<file path="config.mk">
export PLATFORM = sky130hd
export DESIGN_NAME = ccr_cfg1
export DESIGN_NICKNAME = d
export VERILOG_FILES = /design/src/common/ccr_pkg.sv /design/src/hdl/ccr_prediv.sv /design/src/hdl/ccr_src_mux.sv /design/src/hdl/ccr_cfg1.sv
export SDC_FILE = /design/constraint.sdc
export NUM_CORES = 1
export LEC_CHECK = 0
export BUFFER_PORTS_ARGS = -buffer_cell sky130_fd_sc_hd__buf_4
export CORE_MARGIN = 1
export CORE_UTILIZATION = 50
export DETAILED_ROUTE_END_ITERATION = 10
export PLACE_DENSITY = 0.8
export SYNTH_ARGS = -nofsm -noshare
export SYNTH_HDL_FRONTEND = slang
export SYNTH_SLANG_ARGS = --single-unit
</file>
<file path="constraint.sdc">
create_clock -name aclk -period 2.2 [get_ports aclk]
set_input_delay 0.11 -clock aclk [delete_from_list [all_inputs] [get_ports aclk]]
set_output_delay 0.11 -clock aclk [all_outputs]
set_load 0.05 [all_outputs]
</file>
<file path="src/common/ccr_pkg.sv">
// Package of offsets, field positions and codes for clock config register one
package ccr_pkg;

    // Register offset and reset value
    localparam logic [7:0]  CCR_CFG1_OFFSET   = 8'h2C;
    localparam logic [31:0] CCR_CFG1_RESET    = 32'h0000_0000;
    // Write mask: implemented bits 30:29 and 18:0
    localparam logic [31:0] CCR_CFG1_MASK     = 32'h6007_FFFF;

    // Field positions
    localparam int CCR_MAIN_PLL_REF_BIT       = 30;
    localparam int CCR_ADC_PSC_MSB_BIT        = 29;
    localparam int CCR_AUDIO2_SEL_BIT         = 18;
    localparam int CCR_AUDIO1_SEL_BIT         = 17;
    localparam int CCR_PREDIV0_SEL_BIT        = 16;
    localparam int CCR_PLLB_MUL_LSB           = 12;
    localparam int CCR_PLLA_MUL_LSB           = 8;
    localparam int CCR_PREDIV1_LSB            = 4;
    localparam int CCR_PREDIV0_LSB            = 0;

    // Multiplier code range limits
    localparam logic [3:0] CCR_MUL_CODE_X8    = 4'h6;
    localparam logic [3:0] CCR_MUL_CODE_X14   = 4'hC;
    localparam logic [3:0] CCR_MUL_CODE_X16   = 4'hE;
    localparam logic [3:0] CCR_MUL_CODE_X20   = 4'hF;
    localparam logic [4:0] CCR_MUL_BASE       = 5'h02;
    localparam logic [4:0] CCR_MUL_16         = 5'h10;
    localparam logic [4:0] CCR_MUL_20         = 5'h14;
    localparam logic [4:0] CCR_MUL_RESERVED   = 5'h00;

    // AXI response codes
    localparam logic [1:0] CCR_RESP_OKAY      = 2'h0;
    localparam logic [1:0] CCR_RESP_SLVERR    = 2'h2;

    // Decode a 4-bit multiplier code; zero marks a reserved code
    function automatic logic [4:0] ccr_mul_decode(input logic [3:0] code);
        logic [4:0] f;
        f = CCR_MUL_RESERVED;
        if (code >= CCR_MUL_CODE_X8 && code <= CCR_MUL_CODE_X14) begin
            f = {1'b0, code} + CCR_MUL_BASE;
        end else if (code == CCR_MUL_CODE_X16) begin
            f = CCR_MUL_16;
        end else if (code == CCR_MUL_CODE_X20) begin
            f = CCR_MUL_20;
        end
        return f;
    endfunction : ccr_mul_decode

endpackage : ccr_pkg

</file>
<file path="src/hdl/ccr_prediv.sv">
// Clock-enable style pre-divider dividing by code plus one
`timescale 1ns/1ps
`default_nettype none
module ccr_prediv
    import ccr_pkg::*;
#(
    parameter int W = 4
) (
    // Clock and reset
    input  wire logic         aclk,
    input  wire logic         aresetn,
    // Source tick and division code
    input  wire logic         src_tick,
    input  wire logic [W-1:0] div_code,
    // Divided tick
    output logic              div_tick
);

    logic [W-1:0] count;       // Source ticks seen in this period
    logic [W-1:0] next_count;
    logic         next_tick;

    // Count source ticks, emit one tick every code plus one
    always_comb begin
        next_count = count;
        next_tick  = 1'b0;
        if (src_tick) begin
            if (count >= div_code) begin
                next_count = '0;
                next_tick  = 1'b1;
            end else begin
                next_count = count + 1'b1;
            end
        end
    end

    // Register counter and tick
    always_ff @(posedge aclk) begin
        if (!aresetn) begin
            count    <= '0;
            div_tick <= 1'b0;
        end else begin
            count    <= next_count;
            div_tick <= next_tick;
        end
    end

endmodule : ccr_prediv
`default_nettype wire

</file>
<file path="src/hdl/ccr_src_mux.sv">
// Registered two-way source tick selector
`timescale 1ns/1ps
`default_nettype none
module ccr_src_mux (
    // Clock and reset
    input  wire logic aclk,
    input  wire logic aresetn,
    // Sources and select
    input  wire logic src0,
    input  wire logic src1,
    input  wire logic sel,
    // Selected tick
    output logic      out
);

    logic next_out;            // Selected source

    // Pick a source
    always_comb begin
        next_out = sel ? src1 : src0;
    end

    // Register the choice
    always_ff @(posedge aclk) begin
        if (!aresetn) begin
            out <= 1'b0;
        end else begin
            out <= next_out;
        end
    end

endmodule : ccr_src_mux
`default_nettype wire

</file>
<file path="src/hdl/ccr_cfg1.sv">
// Clock configuration register one with AXI4-Lite slave and selection logic
//
// Added by the designer: the AXI4-Lite slave port.
`timescale 1ns/1ps
`default_nettype none
module ccr_cfg1
    import ccr_pkg::*;
(
    // Clock and reset
    input  wire logic        aclk,
    input  wire logic        aresetn,
    // AXI4-Lite write address
    input  wire logic        s_axi_awvalid,
    output logic             s_axi_awready,
    input  wire logic [7:0]  s_axi_awaddr,
    // AXI4-Lite write data
    input  wire logic        s_axi_wvalid,
    output logic             s_axi_wready,
    input  wire logic [31:0] s_axi_wdata,
    input  wire logic [3:0]  s_axi_wstrb,
    // AXI4-Lite write response
    output logic             s_axi_bvalid,
    input  wire logic        s_axi_bready,
    output logic [1:0]       s_axi_bresp,
    // AXI4-Lite read address
    input  wire logic        s_axi_arvalid,
    output logic             s_axi_arready,
    input  wire logic [7:0]  s_axi_araddr,
    // AXI4-Lite read data
    output logic             s_axi_rvalid,
    input  wire logic        s_axi_rready,
    output logic [31:0]      s_axi_rdata,
    output logic [1:0]       s_axi_rresp,
    // Shared divider bit port from config register zero
    input  wire logic        cfg0_prediv0_bit_we,
    input  wire logic        cfg0_prediv0_bit_wdata,
    output logic             cfg0_prediv0_bit,
    // Clock source ticks
    input  wire logic        external_highspeed_crystal,
    input  wire logic        internal_48mhz_rc_clock,
    input  wire logic        aux_pll_a_output,
    input  wire logic        aux_pll_b_x2,
    input  wire logic        system_clock,
    // Field outputs
    output logic             main_pll_ref_select,
    output logic             adc_prescaler_msb,
    output logic             audio_if2_clock_select,
    output logic             audio_if1_clock_select,
    output logic             prediv0_input_select,
    output logic [3:0]       aux_pll_b_multiplier,
    output logic [3:0]       aux_pll_a_multiplier,
    output logic [3:0]       pre_divider_one,
    output logic [3:0]       pre_divider_zero,
    // Decoded factors, zero for reserved codes
    output logic [4:0]       aux_pll_b_factor,
    output logic [4:0]       aux_pll_a_factor,
    // Selected and divided clock ticks
    output logic             main_pll_ref_tick,
    output logic             audio_if2_tick,
    output logic             audio_if1_tick,
    output logic             prediv0_tick,
    output logic             prediv1_tick
);

    // Register and bus state
    logic [31:0] cfg;              // Stored register
    logic [31:0] next_cfg;
    logic        aw_held;          // Write address captured
    logic        next_aw_held;
    logic [7:0]  aw_addr;          // Captured write address
    logic [7:0]  next_aw_addr;
    logic        w_held;           // Write data captured
    logic        next_w_held;
    logic [31:0] w_data;           // Captured write data
    logic [31:0] next_w_data;
    logic [3:0]  w_strb;           // Captured strobes
    logic [3:0]  next_w_strb;
    logic        next_bvalid;
    logic [1:0]  next_bresp;
    logic        next_rvalid;
    logic [31:0] next_rdata;
    logic [1:0]  next_rresp;
    logic        do_write;         // Both halves present, response free
    logic [31:0] wmask;            // Byte lane mask

    // Ready when the slot is empty and no response pending
    assign s_axi_awready = !aw_held && !s_axi_bvalid;
    assign s_axi_wready  = !w_held && !s_axi_bvalid;
    assign s_axi_arready = !s_axi_rvalid;

    // Write channel capture and register update
    always_comb begin
        logic [7:0]  a;
        logic [31:0] d;
        logic [3:0]  s;
        a            = aw_held ? aw_addr : s_axi_awaddr;
        d            = w_held ? w_data : s_axi_wdata;
        s            = w_held ? w_strb : s_axi_wstrb;
        next_aw_held = aw_held;
        next_aw_addr = aw_addr;
        next_w_held  = w_held;
        next_w_data  = w_data;
        next_w_strb  = w_strb;
        next_bvalid  = s_axi_bvalid;
        next_bresp   = s_axi_bresp;
        next_cfg     = cfg;
        wmask        = {{8{s[3]}}, {8{s[2]}}, {8{s[1]}}, {8{s[0]}}};
        do_write     = (aw_held || (s_axi_awvalid && s_axi_awready)) &&
                       (w_held || (s_axi_wvalid && s_axi_wready));
        // Response taken
        if (s_axi_bvalid && s_axi_bready) begin
            next_bvalid = 1'b0;
        end
        if (do_write) begin
            next_aw_held = 1'b0;
            next_w_held  = 1'b0;
            next_bvalid  = 1'b1;
            if (a[7:2] == CCR_CFG1_OFFSET[7:2]) begin
                next_cfg   = (cfg & ~(wmask & CCR_CFG1_MASK)) |
                             (d & wmask & CCR_CFG1_MASK);
                next_bresp = CCR_RESP_OKAY;
            end else begin
                next_bresp = CCR_RESP_SLVERR;
            end
        end else begin
            // Hold whichever half arrived first
            if (s_axi_awvalid && s_axi_awready) begin
                next_aw_held = 1'b1;
                next_aw_addr = s_axi_awaddr;
            end
            if (s_axi_wvalid && s_axi_wready) begin
                next_w_held = 1'b1;
                next_w_data = s_axi_wdata;
                next_w_strb = s_axi_wstrb;
            end
        end
        if (cfg0_prediv0_bit_we) begin
            next_cfg[CCR_PREDIV0_LSB] = cfg0_prediv0_bit_wdata;
        end
    end

    // Read channel answer
    always_comb begin
        next_rvalid = s_axi_rvalid;
        next_rdata  = s_axi_rdata;
        next_rresp  = s_axi_rresp;
        if (s_axi_rvalid && s_axi_rready) begin
            next_rvalid = 1'b0;
        end
        if (s_axi_arvalid && s_axi_arready) begin
            next_rvalid = 1'b1;
            if (s_axi_araddr[7:2] == CCR_CFG1_OFFSET[7:2]) begin
                next_rdata = cfg;
                next_rresp = CCR_RESP_OKAY;
            end else begin
                next_rdata = 32'h0000_0000;
                next_rresp = CCR_RESP_SLVERR;
            end
        end
    end

    // Register all bus and config state
    always_ff @(posedge aclk) begin
        if (!aresetn) begin
            cfg          <= CCR_CFG1_RESET;
            aw_held      <= 1'b0;
            aw_addr      <= 8'h00;
            w_held       <= 1'b0;
            w_data       <= 32'h0000_0000;
            w_strb       <= 4'h0;
            s_axi_bvalid <= 1'b0;
            s_axi_bresp  <= CCR_RESP_OKAY;
            s_axi_rvalid <= 1'b0;
            s_axi_rdata  <= 32'h0000_0000;
            s_axi_rresp  <= CCR_RESP_OKAY;
        end else begin
            cfg          <= next_cfg;
            aw_held      <= next_aw_held;
            aw_addr      <= next_aw_addr;
            w_held       <= next_w_held;
            w_data       <= next_w_data;
            w_strb       <= next_w_strb;
            s_axi_bvalid <= next_bvalid;
            s_axi_bresp  <= next_bresp;
            s_axi_rvalid <= next_rvalid;
            s_axi_rdata  <= next_rdata;
            s_axi_rresp  <= next_rresp;
        end
    end

    // Field breakout
    always_comb begin
        main_pll_ref_select    = cfg[CCR_MAIN_PLL_REF_BIT];
        adc_prescaler_msb      = cfg[CCR_ADC_PSC_MSB_BIT];
        audio_if2_clock_select = cfg[CCR_AUDIO2_SEL_BIT];
        audio_if1_clock_select = cfg[CCR_AUDIO1_SEL_BIT];
        prediv0_input_select   = cfg[CCR_PREDIV0_SEL_BIT];
        aux_pll_b_multiplier   = cfg[CCR_PLLB_MUL_LSB +: 4];
        aux_pll_a_multiplier   = cfg[CCR_PLLA_MUL_LSB +: 4];
        pre_divider_one        = cfg[CCR_PREDIV1_LSB +: 4];
        pre_divider_zero       = cfg[CCR_PREDIV0_LSB +: 4];
        cfg0_prediv0_bit       = cfg[CCR_PREDIV0_LSB];
        aux_pll_b_factor       = ccr_mul_decode(aux_pll_b_multiplier);
        aux_pll_a_factor       = ccr_mul_decode(aux_pll_a_multiplier);
    end

    logic ref_tick;                // Crystal or RC tick
    logic pd0_in;                  // Divider zero input

    ccr_src_mux u_ref_mux (
        .aclk    (aclk),
        .aresetn (aresetn),
        .src0    (external_highspeed_crystal),
        .src1    (internal_48mhz_rc_clock),
        .sel     (main_pll_ref_select),
        .out     (ref_tick)
    );
    assign main_pll_ref_tick = ref_tick;

    ccr_src_mux u_aud2_mux (
        .aclk    (aclk),
        .aresetn (aresetn),
        .src0    (system_clock),
        .src1    (aux_pll_b_x2),
        .sel     (audio_if2_clock_select),
        .out     (audio_if2_tick)
    );

    ccr_src_mux u_aud1_mux (
        .aclk    (aclk),
        .aresetn (aresetn),
        .src0    (system_clock),
        .src1    (aux_pll_b_x2),
        .sel     (audio_if1_clock_select),
        .out     (audio_if1_tick)
    );

    ccr_src_mux u_pd0_mux (
        .aclk    (aclk),
        .aresetn (aresetn),
        .src0    (ref_tick),
        .src1    (aux_pll_a_output),
        .sel     (prediv0_input_select),
        .out     (pd0_in)
    );

    ccr_prediv u_pd0 (
        .aclk     (aclk),
        .aresetn  (aresetn),
        .src_tick (pd0_in),
        .div_code (pre_divider_zero),
        .div_tick (prediv0_tick)
    );

    ccr_prediv u_pd1 (
        .aclk     (aclk),
        .aresetn  (aresetn),
        .src_tick (ref_tick),
        .div_code (pre_divider_one),
        .div_tick (prediv1_tick)
    );

    a_reset_zero: assert property (@(posedge aclk)
        !aresetn |=> cfg == 32'h0000_0000)
        else $error("cfg not zero after reset");
    a_ref_sel: assert property (@(posedge aclk) disable iff (!aresetn)
        $past(aresetn) |-> main_pll_ref_tick == $past(main_pll_ref_select ?
        internal_48mhz_rc_clock : external_highspeed_crystal))
        else $error("ref select wrong");
    a_shared_bit: assert property (@(posedge aclk) disable iff (!aresetn)
        cfg0_prediv0_bit_we |=> cfg[0] == $past(cfg0_prediv0_bit_wdata))
        else $error("shared bit lost");
    a_rsvd_code: assert property (@(posedge aclk) disable iff (!aresetn)
        (aux_pll_b_multiplier == 4'hD) |-> aux_pll_b_factor == 5'h00)
        else $error("reserved code decoded");
    a_mul_b20: assert property (@(posedge aclk) disable iff (!aresetn)
        (aux_pll_b_multiplier == 4'hF) |-> aux_pll_b_factor == 5'h14)
        else $error("x20 wrong");
    a_mul_a8: assert property (@(posedge aclk) disable iff (!aresetn)
        (aux_pll_a_multiplier == 4'h6) |-> aux_pll_a_factor == 5'h08)
        else $error("x8 wrong");
    a_pd0_pass: assert property (@(posedge aclk) disable iff (!aresetn)
        (pd0_in && pre_divider_zero == 4'h0 && $stable(pre_divider_zero))
        |=> prediv0_tick)
        else $error("divider zero dropped tick");
    a_rsvd_zero: assert property (@(posedge aclk) disable iff (!aresetn)
        (cfg & ~32'h6007_FFFF) == 32'h0000_0000)
        else $error("reserved bit set");
    c_write: cover property (@(posedge aclk) do_write);
    c_read: cover property (@(posedge aclk) s_axi_rvalid && s_axi_rready);
    c_shared: cover property (@(posedge aclk) cfg0_prediv0_bit_we);

endmodule : ccr_cfg1
`default_nettype wire

</file>
==> Flow_metrics.wiki, run 1 <==
{| class="wikitable"
! Metric !! Value
|-
| Most common flop cell mapped by yosys || dfxtp_1
|-
| Actual slew at the worst max-slew pin || 0.649 ns
|-
| Number of rows in the core area || 33
|-
| Cell count after synthesis || 471
|-
| Antenna diode count || 0
|-
| Clock tree sinks || 93
|-
| Worst-case hold path end point || w_data[2]
|-
| Post-synth design cell area || 4190 sq um
|-
| Number of global-route vias before repair || 3362
|-
| Number of register bits inferred by synthesis || 93
|-
| H-tree depth reported by CTS || 3
|-
| Congestion Overflow GR || 0
|-
| Post-layout minimum cycle time || about 2 ns
|-
| Detailed Route Iter0 Violations || 115
|-
| Worst clock skew || 0.00838 ns
|-
| Global-route wire length before repair || between 15 and 20 mm
|-
| Critical path type || in2reg
|-
| Required time at the endpoint of the critical path || ~2.5 ns
|-
| Die width || 93.6 um
|-
| Violated checks || DRC
|-
| HPWL Detailed || 7.02 mm
|-
| Dominant cell type by area after synthesis || dfxtp_1
|-
| Startpoint of the worst hold path || s_axi_wdata[2]
|-
| Peak VDD IR || 579 uV
|-
| Routed wirelength normalized by instance count || about 14 um
|-
| Unrepaired setup endpoints after global routing || no
|-
| Total wire length after detailed routing || 9.78 mm
|-
| Post-synth cell types || between 40 and 50
|-
| Kind of end point of the critical path || register
|-
| Logic pwr share || approximately 16%
|-
| Via/cell ratio || just over 5
|-
| Post-DRT Antenna Nets || 0
|-
| Worst setup slack for register-to-register paths || 0.29 ns
|-
| Most area-consuming cells after synthesis || dfxtp_1 44%, mux2i_1 8.4%, nand2_1 6.4%, nor2_1 5.9%, ha_1 4.2%
|-
| Cts repair resizes || 0
|-
| Multiplexer share of the synthesized area || about 9.2%
|-
| Final Max Tran Viols || 0
|-
| Post-Synth XOR/XNOR Area || between 1 and 1.5%
|-
| Commonest cells in the synthesized netlist || 93 x dfxtp_1, 72 x nand2_1, 66 x nor2_1
|-
| Share of final-layout standard cells stronger than drive strength 1 || 25.5%
|-
| Clock insertion delay at the later pin of the skew report || 0.35 ns
|-
| Maximum buffer depth of the clock tree || 2
|-
| Number of flops mapped to enable cells by yosys || 0
|-
| Total routed wire length on the met1 layer || 4.37 mm
|-
| Core Box Area || 8180 sq um
|-
| R2R Path Start || aw_addr[4]
|-
| All-Layer GR Usage || 23.1%
|-
| Minimum setup slack after placement || roughly 0.29 ns
|-
| Hold depth || 3
|-
| R2r worst-path depth || 5
|-
| Number of warning messages in the yosys log || 0
|-
| Status || finished with violations
|-
| Number of CTS-inserted buffers || 9
|-
| Relative slew slack || 56.6%
|-
| Count of input and output buffers || approximately 120
|-
| Initial antenna violation count || 0
|-
| Number of DRC violations after detailed routing || 1
|-
| Instance area after placement || 5100 sq um
|-
| Clock slew at reported path FFs || 0.09 ns
|-
| Global placer's final weighted congestion || 0.816
|-
| Highest metal used || met4
|-
| Setup violations, final || 0
|-
| Number of placed I/O pins || 144
|-
| Total number of vias || around 3700
|-
| Synthesized-area fraction occupied by and/or/nand/nor cells || between 10% and 20%
|-
| Height of the chip || 93.6 um
|-
| Initial cell density of the core || 51.3%
|-
| Final count of hold timing violations || 0
|-
| Startpoint class of the critical path || input port
|-
| Overall die area || around 8800 sq um
|-
| Part of the total power dissipated in the clock network || around a third
|-
| Cell internal pwr || 2.48 mW
|-
| TritonCTS clock tree || yes
|-
| Final worst slack || 0.206 ns
|-
| Area Growth Syn to Fin || 30.9%
|-
| Net switching power of the design || 0.938 mW
|-
| Cell area after layout || roughly 5500 sq um
|-
| Share of the yosys chip area belonging to registers || 44.4%
|-
| Largest net degree at the start of global routing || 38
|-
| Total met3 wirelength after detailed routing || 482 um
|-
| Fraction of the mapped netlist area in compound gates || 15.8%
|-
| Share of power burned in registers || 52.2%
|-
| Number of nets at the end of the flow || 679
|-
| Synth async-reset ratio || 0%
|-
| Leakage power total || 2.33 nW
|-
| Max FO, Critical Path || 15
|-
| Total iterations of the first detailed-routing run || 7
|-
| Post-synth top area share || between 40% and 50%
|-
| Data arrival time of the worst path || 2.26 ns
|-
| Setup_tns || 0 ns
|-
| Utilization of the core after routing || 67.1%
|-
| Achievable Freq || ~500 MHz
|-
| Most frequently used cell type in the post-synthesis netlist || dfxtp_1
|-
| Clock root buffer || clkbuf_8
|-
| Final worst-path cycle share || 90.6%
|-
| Synthesized area divided by synthesized cell count || 8.90 sq um
|-
| Tightest Hold Check Type || in2reg
|-
| Largest family of logic cells by synthesized area || simple AND/OR/NAND/NOR gates
|-
| Number of max-cap violations || 0
|-
| Adder-cell area share of the yosys netlist || 4.18%
|-
| Met2 routed WL || 4.84 mm
|-
| Power density over the cells || 623 nW/um^2
|-
| Switching portion of total power || 27.5%
|}
==> cells by family after synthesis <==
group | after synthesis
adders and majority gates | 14
xor gates and xnor gates | 6
and+or+nand+nor | 172
DFF | 93
buffers and inverters | 54
muxes | 38
other | 1
AOI/OAI and AO/OA | 93
==> routing by layer <==
metal / GRT usage [%] / vias up
met4: 9.36 / 0
met1: 29.4 / 1709
met2: 39.1 / 107
met3: 3.17 / 6
met5: 0 / -
li1: - / 1838
==> critical path, stage by stage <==
cell	delay, ns
dlygate4sd3_1	0.54
buf_4	0.14
and4bb_2	0.29
nand3_2	0.18
a211oi_4	0.63
nor2_1	0.13
a211oi_2	0.23
==> final cells by class <==
cell class | instances | area (sq um)
clock buffers | 11 | 131
multi-input cells | 336 | 2100
fillers | 665 | 2690
flip-flops and latches | 93 | 1860
well taps | 105 | 131
clock inverters | 4 | 50.0
inverters | 15 | 56.3
repair buffers | 144 | 1160
==> timing repair <==
item,4_1_cts,5_1_grt
endpoints found under the hold margin,17,0
hold buffers,20,0
buffers inserted,0,0
==> how the worst max path moves through the flow <==
| stage | slack (ns) | from | end | cells after the start |
|---|---|---|---|---|
| 2_1_floorplan | 0.05 | register | aux_pll_a_factor[2] | 5 |
| 5_1_grt | 0.08 | s_axi_awaddr[4] | register | 7 |
| 4_1_cts | 0.20 | s_axi_awaddr[4] | register | 7 |
| 3_5_place_dp | 0.29 | aw_addr[4] | register | 5 |
| 6_report | 0.21 | s_axi_awaddr[4] | register | 7 |
| 3_3_place_gp | 0.35 | aw_addr[4] | register | 5 |
==> stage by stage <==
stage	cells	power [mW]	hold WS [ns]
floorplan	483	2.19	0.209
global placement	673	2.34	0.298
detailed placement	673	2.35	0.297
CTS	708	3.45	0.0000218
global route	708	3.57	0.00633
finish	708	3.42	0.0145
==> power by group through the flow <==
stage               clock network, mW  registers (mW)  logic [mW]
floorplan                           0            1.85       0.337
global placement                    0            1.82       0.519
detailed placement                  0            1.82       0.529
CTS                              1.11            1.78       0.559
global route                     1.18            1.79       0.602
finish                           1.08            1.78       0.558
==> placed cells by master (no fill, tap or decap), types with 3 or more instances in the layout <==
cell type / netlist / layout
dlygate4sd3_1: 0 / 20
nor2_1: 66 / 66
inv_1: 14 / 14
ha_1: 14 / 14
conb_1: 1 / 13
dfxtp_1: 93 / 93
a22oi_1: 21 / 21
buf_4: 14 / 122
a211oi_2: 6 / 6
a21oi_1: 33 / 33
nand2_1: 72 / 72
a31oi_1: 3 / 3
xnor2_1: 4 / 4
mux2i_1: 35 / 35
and2_1: 6 / 6
nand2b_1: 3 / 3
nor2b_1: 7 / 7
clkbuf_8: 0 / 9
a211oi_1: 14 / 14
nand3b_1: 3 / 3
a21o_1: 4 / 4
mux2_2: 3 / 3
(Power assumes the default switching activity.)
==> inputs of run 2 (changes only) <==
--- a/config.mk
+++ b/config.mk
@@ -7,9 +7,9 @@
 export LEC_CHECK = 0
 export BUFFER_PORTS_ARGS = -buffer_cell sky130_fd_sc_hd__buf_4
 export CORE_MARGIN = 1
-export CORE_UTILIZATION = 50
+export CORE_UTILIZATION = 45
 export DETAILED_ROUTE_END_ITERATION = 10
-export PLACE_DENSITY = 0.8
+export PLACE_DENSITY = 0.76
 export SYNTH_ARGS = -nofsm -noshare
 export SYNTH_HDL_FRONTEND = slang
 export SYNTH_SLANG_ARGS = --single-unit
==> constraint.sdc (replaced) <==
create_clock -name aclk -period 1.8 [get_ports aclk]
set_input_delay 0.09 -clock aclk [delete_from_list [all_inputs] [get_ports aclk]]
set_output_delay 0.09 -clock aclk [all_outputs]
set_load 0.05 [all_outputs]
==> run 2 against run 1 <==
Net effect:
- the flow still finishes with violations (DRC)
- register-to-register slack got worse by 0.16 ns
- global-route usage decreased by 2.0 points
- setup slack got worse by 0.11 ns
- clock skew decreased by 0.0044 ns
- utilization decreased by 0.91 points
==> Flow_metrics.wiki, run 2 (same netlist as run 1, synthesis figures left out) <==
{| class="wikitable"
! Metric !! Value
|-
| Status || finished with violations
|-
| Violated checks || DRC
|-
| Data arrival time of the worst path || 1.98 ns (-0.28 ns)
|-
| Die width || 98.5 um (+5.3%)
|-
| Power density over the cells || 742 nW/um^2 (+19%)
|-
| Setup violations, final || 0 (unchanged)
|-
| Number of global-route vias before repair || 3410 (+1.4%)
|-
| Cell internal pwr || 3.16 mW (+27%)
|-
| Clock slew at reported path FFs || 0.09 ns (about the same)
|-
| Net switching power of the design || 1.21 mW (+29%)
|-
| Max FO, Critical Path || 14 (-1)
|-
| Post-layout minimum cycle time || about 1.7 ns
|-
| Switching portion of total power || 27.7% (+0.21 points)
|-
| Utilization of the core after routing || 66.2% (-0.91 points)
|-
| Via/cell ratio || 5.11 (-1.2%)
|-
| Logic pwr share || 17.4% (+1.1 points)
|-
| Part of the total power dissipated in the clock network || 32.9% (+1.4 points)
|-
| Share of power burned in registers || 49.8% (-2.4 points)
|-
| Number of rows in the core area || 34 (+3.0%)
|-
| Actual slew at the worst max-slew pin || 0.646 ns (-0.00317 ns)
|-
| Kind of end point of the critical path || register
|-
| Global-route wire length before repair || 16.3 mm (+3.4%)
|-
| Congestion Overflow GR || 0 (unchanged)
|-
| Unrepaired setup endpoints after global routing || no
|-
| Total wire length after detailed routing || 10.1 mm (+3.2%)
|-
| H-tree depth reported by CTS || 3 (unchanged)
|-
| Cell area after layout || 5890 sq um (+7.3%)
|-
| Worst clock skew || 0.00394 ns (-0.00444 ns)
|-
| Clock root buffer || clkbuf_8
|-
| Achievable Freq || between 500 and 600 MHz
|-
| All-Layer GR Usage || 21.0% (-2.0 points)
|-
| Non-filler instance count after layout || 739 (+4.4%)
|-
| Core Box Area || 8890 sq um (+8.8%)
|-
| Critical path type || in2reg
|-
| Required time at the endpoint of the critical path || 2.08 ns (-0.39 ns)
|-
| Final count of hold timing violations || 0 (unchanged)
|-
| Overall die area || 9710 sq um (+11%)
|-
| Clock tree sinks || 93 (unchanged)
|-
| Number of DRC violations after detailed routing || 8 (+7)
|-
| Routed wirelength normalized by instance count || 13.6 um (-1.1%)
|-
| Instance area after placement || 5230 sq um (+2.5%)
|-
| Final worst-path cycle share || about 95%
|-
| Number of CTS-inserted buffers || 9 (unchanged)
|-
| Initial antenna violation count || 0 (unchanged)
|-
| Leakage power total || 2.49 nW (+6.6%)
|-
| Number of nets at the end of the flow || 707 (+4.1%)
|-
| Setup_tns || 0 ns (unchanged)
|-
| Post-DRT Antenna Nets || 0 (unchanged)
|-
| TritonCTS clock tree || yes
|-
| Total iterations of the first detailed-routing run || 11 (+4)
|-
| Clock insertion delay at the later pin of the skew report || 0.35 ns (about the same)
|-
| Final Max Tran Viols || 0 (unchanged)
|-
| Peak VDD IR || 417 uV (-28%)
|-
| Global placer's final weighted congestion || 0.835 (+2.4%)
|-
| Antenna diode count || 0 (unchanged)
|-
| Number of placed I/O pins || 144 (unchanged)
|-
| Maximum buffer depth of the clock tree || 2 (unchanged)
|-
| Detailed Route Iter0 Violations || 135 (+17%)
|-
| HPWL Detailed || 7.35 mm (+4.7%)
|-
| Startpoint class of the critical path || input port
|-
| Cell total after placement || 686 (+1.9%)
|-
| Height of the chip || 98.5 um (+5.3%)
|-
| Worst hold margin || 0.00255 ns (-0.0120 ns)
|-
| Number of filler cells placed in the layout || 701 (+5.4%)
|-
| Tightest Hold Check Type || in2reg
|-
| Initial cell density of the core || 47.2% (-4.1 points)
|-
| Relative slew slack || 56.9% (+0.29 points)
|-
| Area Growth Syn to Fin || 40.4%
|-
| Count of input and output buffers || 115 (unchanged)
|-
| Number of max-cap violations || 0 (unchanged)
|-
| Most frequent standard cell in the layout excluding fill and tap cells || buf_4
|-
| Largest net degree at the start of global routing || 36 (-5.3%)
|-
| Most frequent cells in the layout || 130 x buf_4, 87 x dfxtp_1, 72 x nand2_1
|-
| Total number of vias || 3774 (+3.1%)
|-
| Share of final-layout standard cells stronger than drive strength 1 || 29.0% (+3.5 points)
|}
[run 2: changes by cell type in the layout (fill, tap and decap cells not counted), sizes merged]
cell and change:
clkinvlp +1, clkbuf -1, clkinv +1, dlygate4sd3 +18
inv -1, buf +10
[run 2: routing by layer]
metal / wire length, um / vias up / GRT usage (%)
li1: - / 1900 / -
met1: 4680 / 1730 / 27.9
met2: 4710 / 130 / 34.6
met3: 513 / 14 / 3.48
met4: 181 / 0 / 7.69
met5: 0 / - / 0
[run 2: worst paths after layout]
kind                                         startpoint  cells after the start             end  slack [ns]
worst min-delay path            internal_48mhz_rc_clock                      3   u_ref_mux.out       0.003
worst max-delay path                    s_axi_awaddr[6]                      8        register         0.1
worst min register to register               w_data[16]                      2      w_data[16]        0.46
worst max register to register           u_pd1.count[0]                      7  u_pd1.count[1]        0.13
[run 2: what timing repair did]
| item | in CTS | in global routing |
|---|---|---|
| hold endpoints to repair | 36 | 0 |
| setup buffers | 0 | 0 |
| endpoints found under the setup margin | 1 | 16 |
| pin swaps | 0 | 1 |
| gates resized for setup | 2 | 11 |
| hold buffers | 38 | 0 |
[run 2: final cells by class]
| cell class | count | area (sq um) | share of cell area, % |
|---|---|---|---|
| clock buffer | 10 | 149 | 2.53 |
| sequential | 93 | 1870 | 31.8 |
| multi-input combinational | 336 | 2180 | 37.1 |
| timing repair buffer | 172 | 1430 | 24.3 |
| inverter | 15 | 60.1 | 1.02 |
| tap | 108 | 135 | 2.30 |
| clock inverter | 5 | 58.8 | 0.999 |
[run 2: worst max-delay path, stage by stage]
cell           delay [ns]
dlygate4sd3_1        0.54
buf_4                0.14
and4bb_2             0.32
nand3_4              0.14
a211oi_4             0.33
buf_12               0.18
nor2_1               0.05
a211oi_1             0.20
[run 2: through the flow]
| step | power (mW) | setup slack [ns] |
|---|---|---|
| floorplan | 2.68 | -0.0713 |
| global placement | 2.88 | 0.137 |
| detailed placement | 2.90 | 0.0805 |
| CTS | 4.38 | 0.0475 |
| global route | 4.56 | 0.00660 |
| finish | 4.37 | 0.0988 |
[run 2: power by group through the flow]
stage / clock network (mW) / registers, mW / logic [mW]
after floorplan: 0 / 2.26 / 0.413
after global placement: 0 / 2.22 / 0.665
after detailed placement: 0 / 2.22 / 0.677
after CTS: 1.46 / 2.17 / 0.744
after global routing: 1.56 / 2.18 / 0.814
final: 1.44 / 2.17 / 0.759
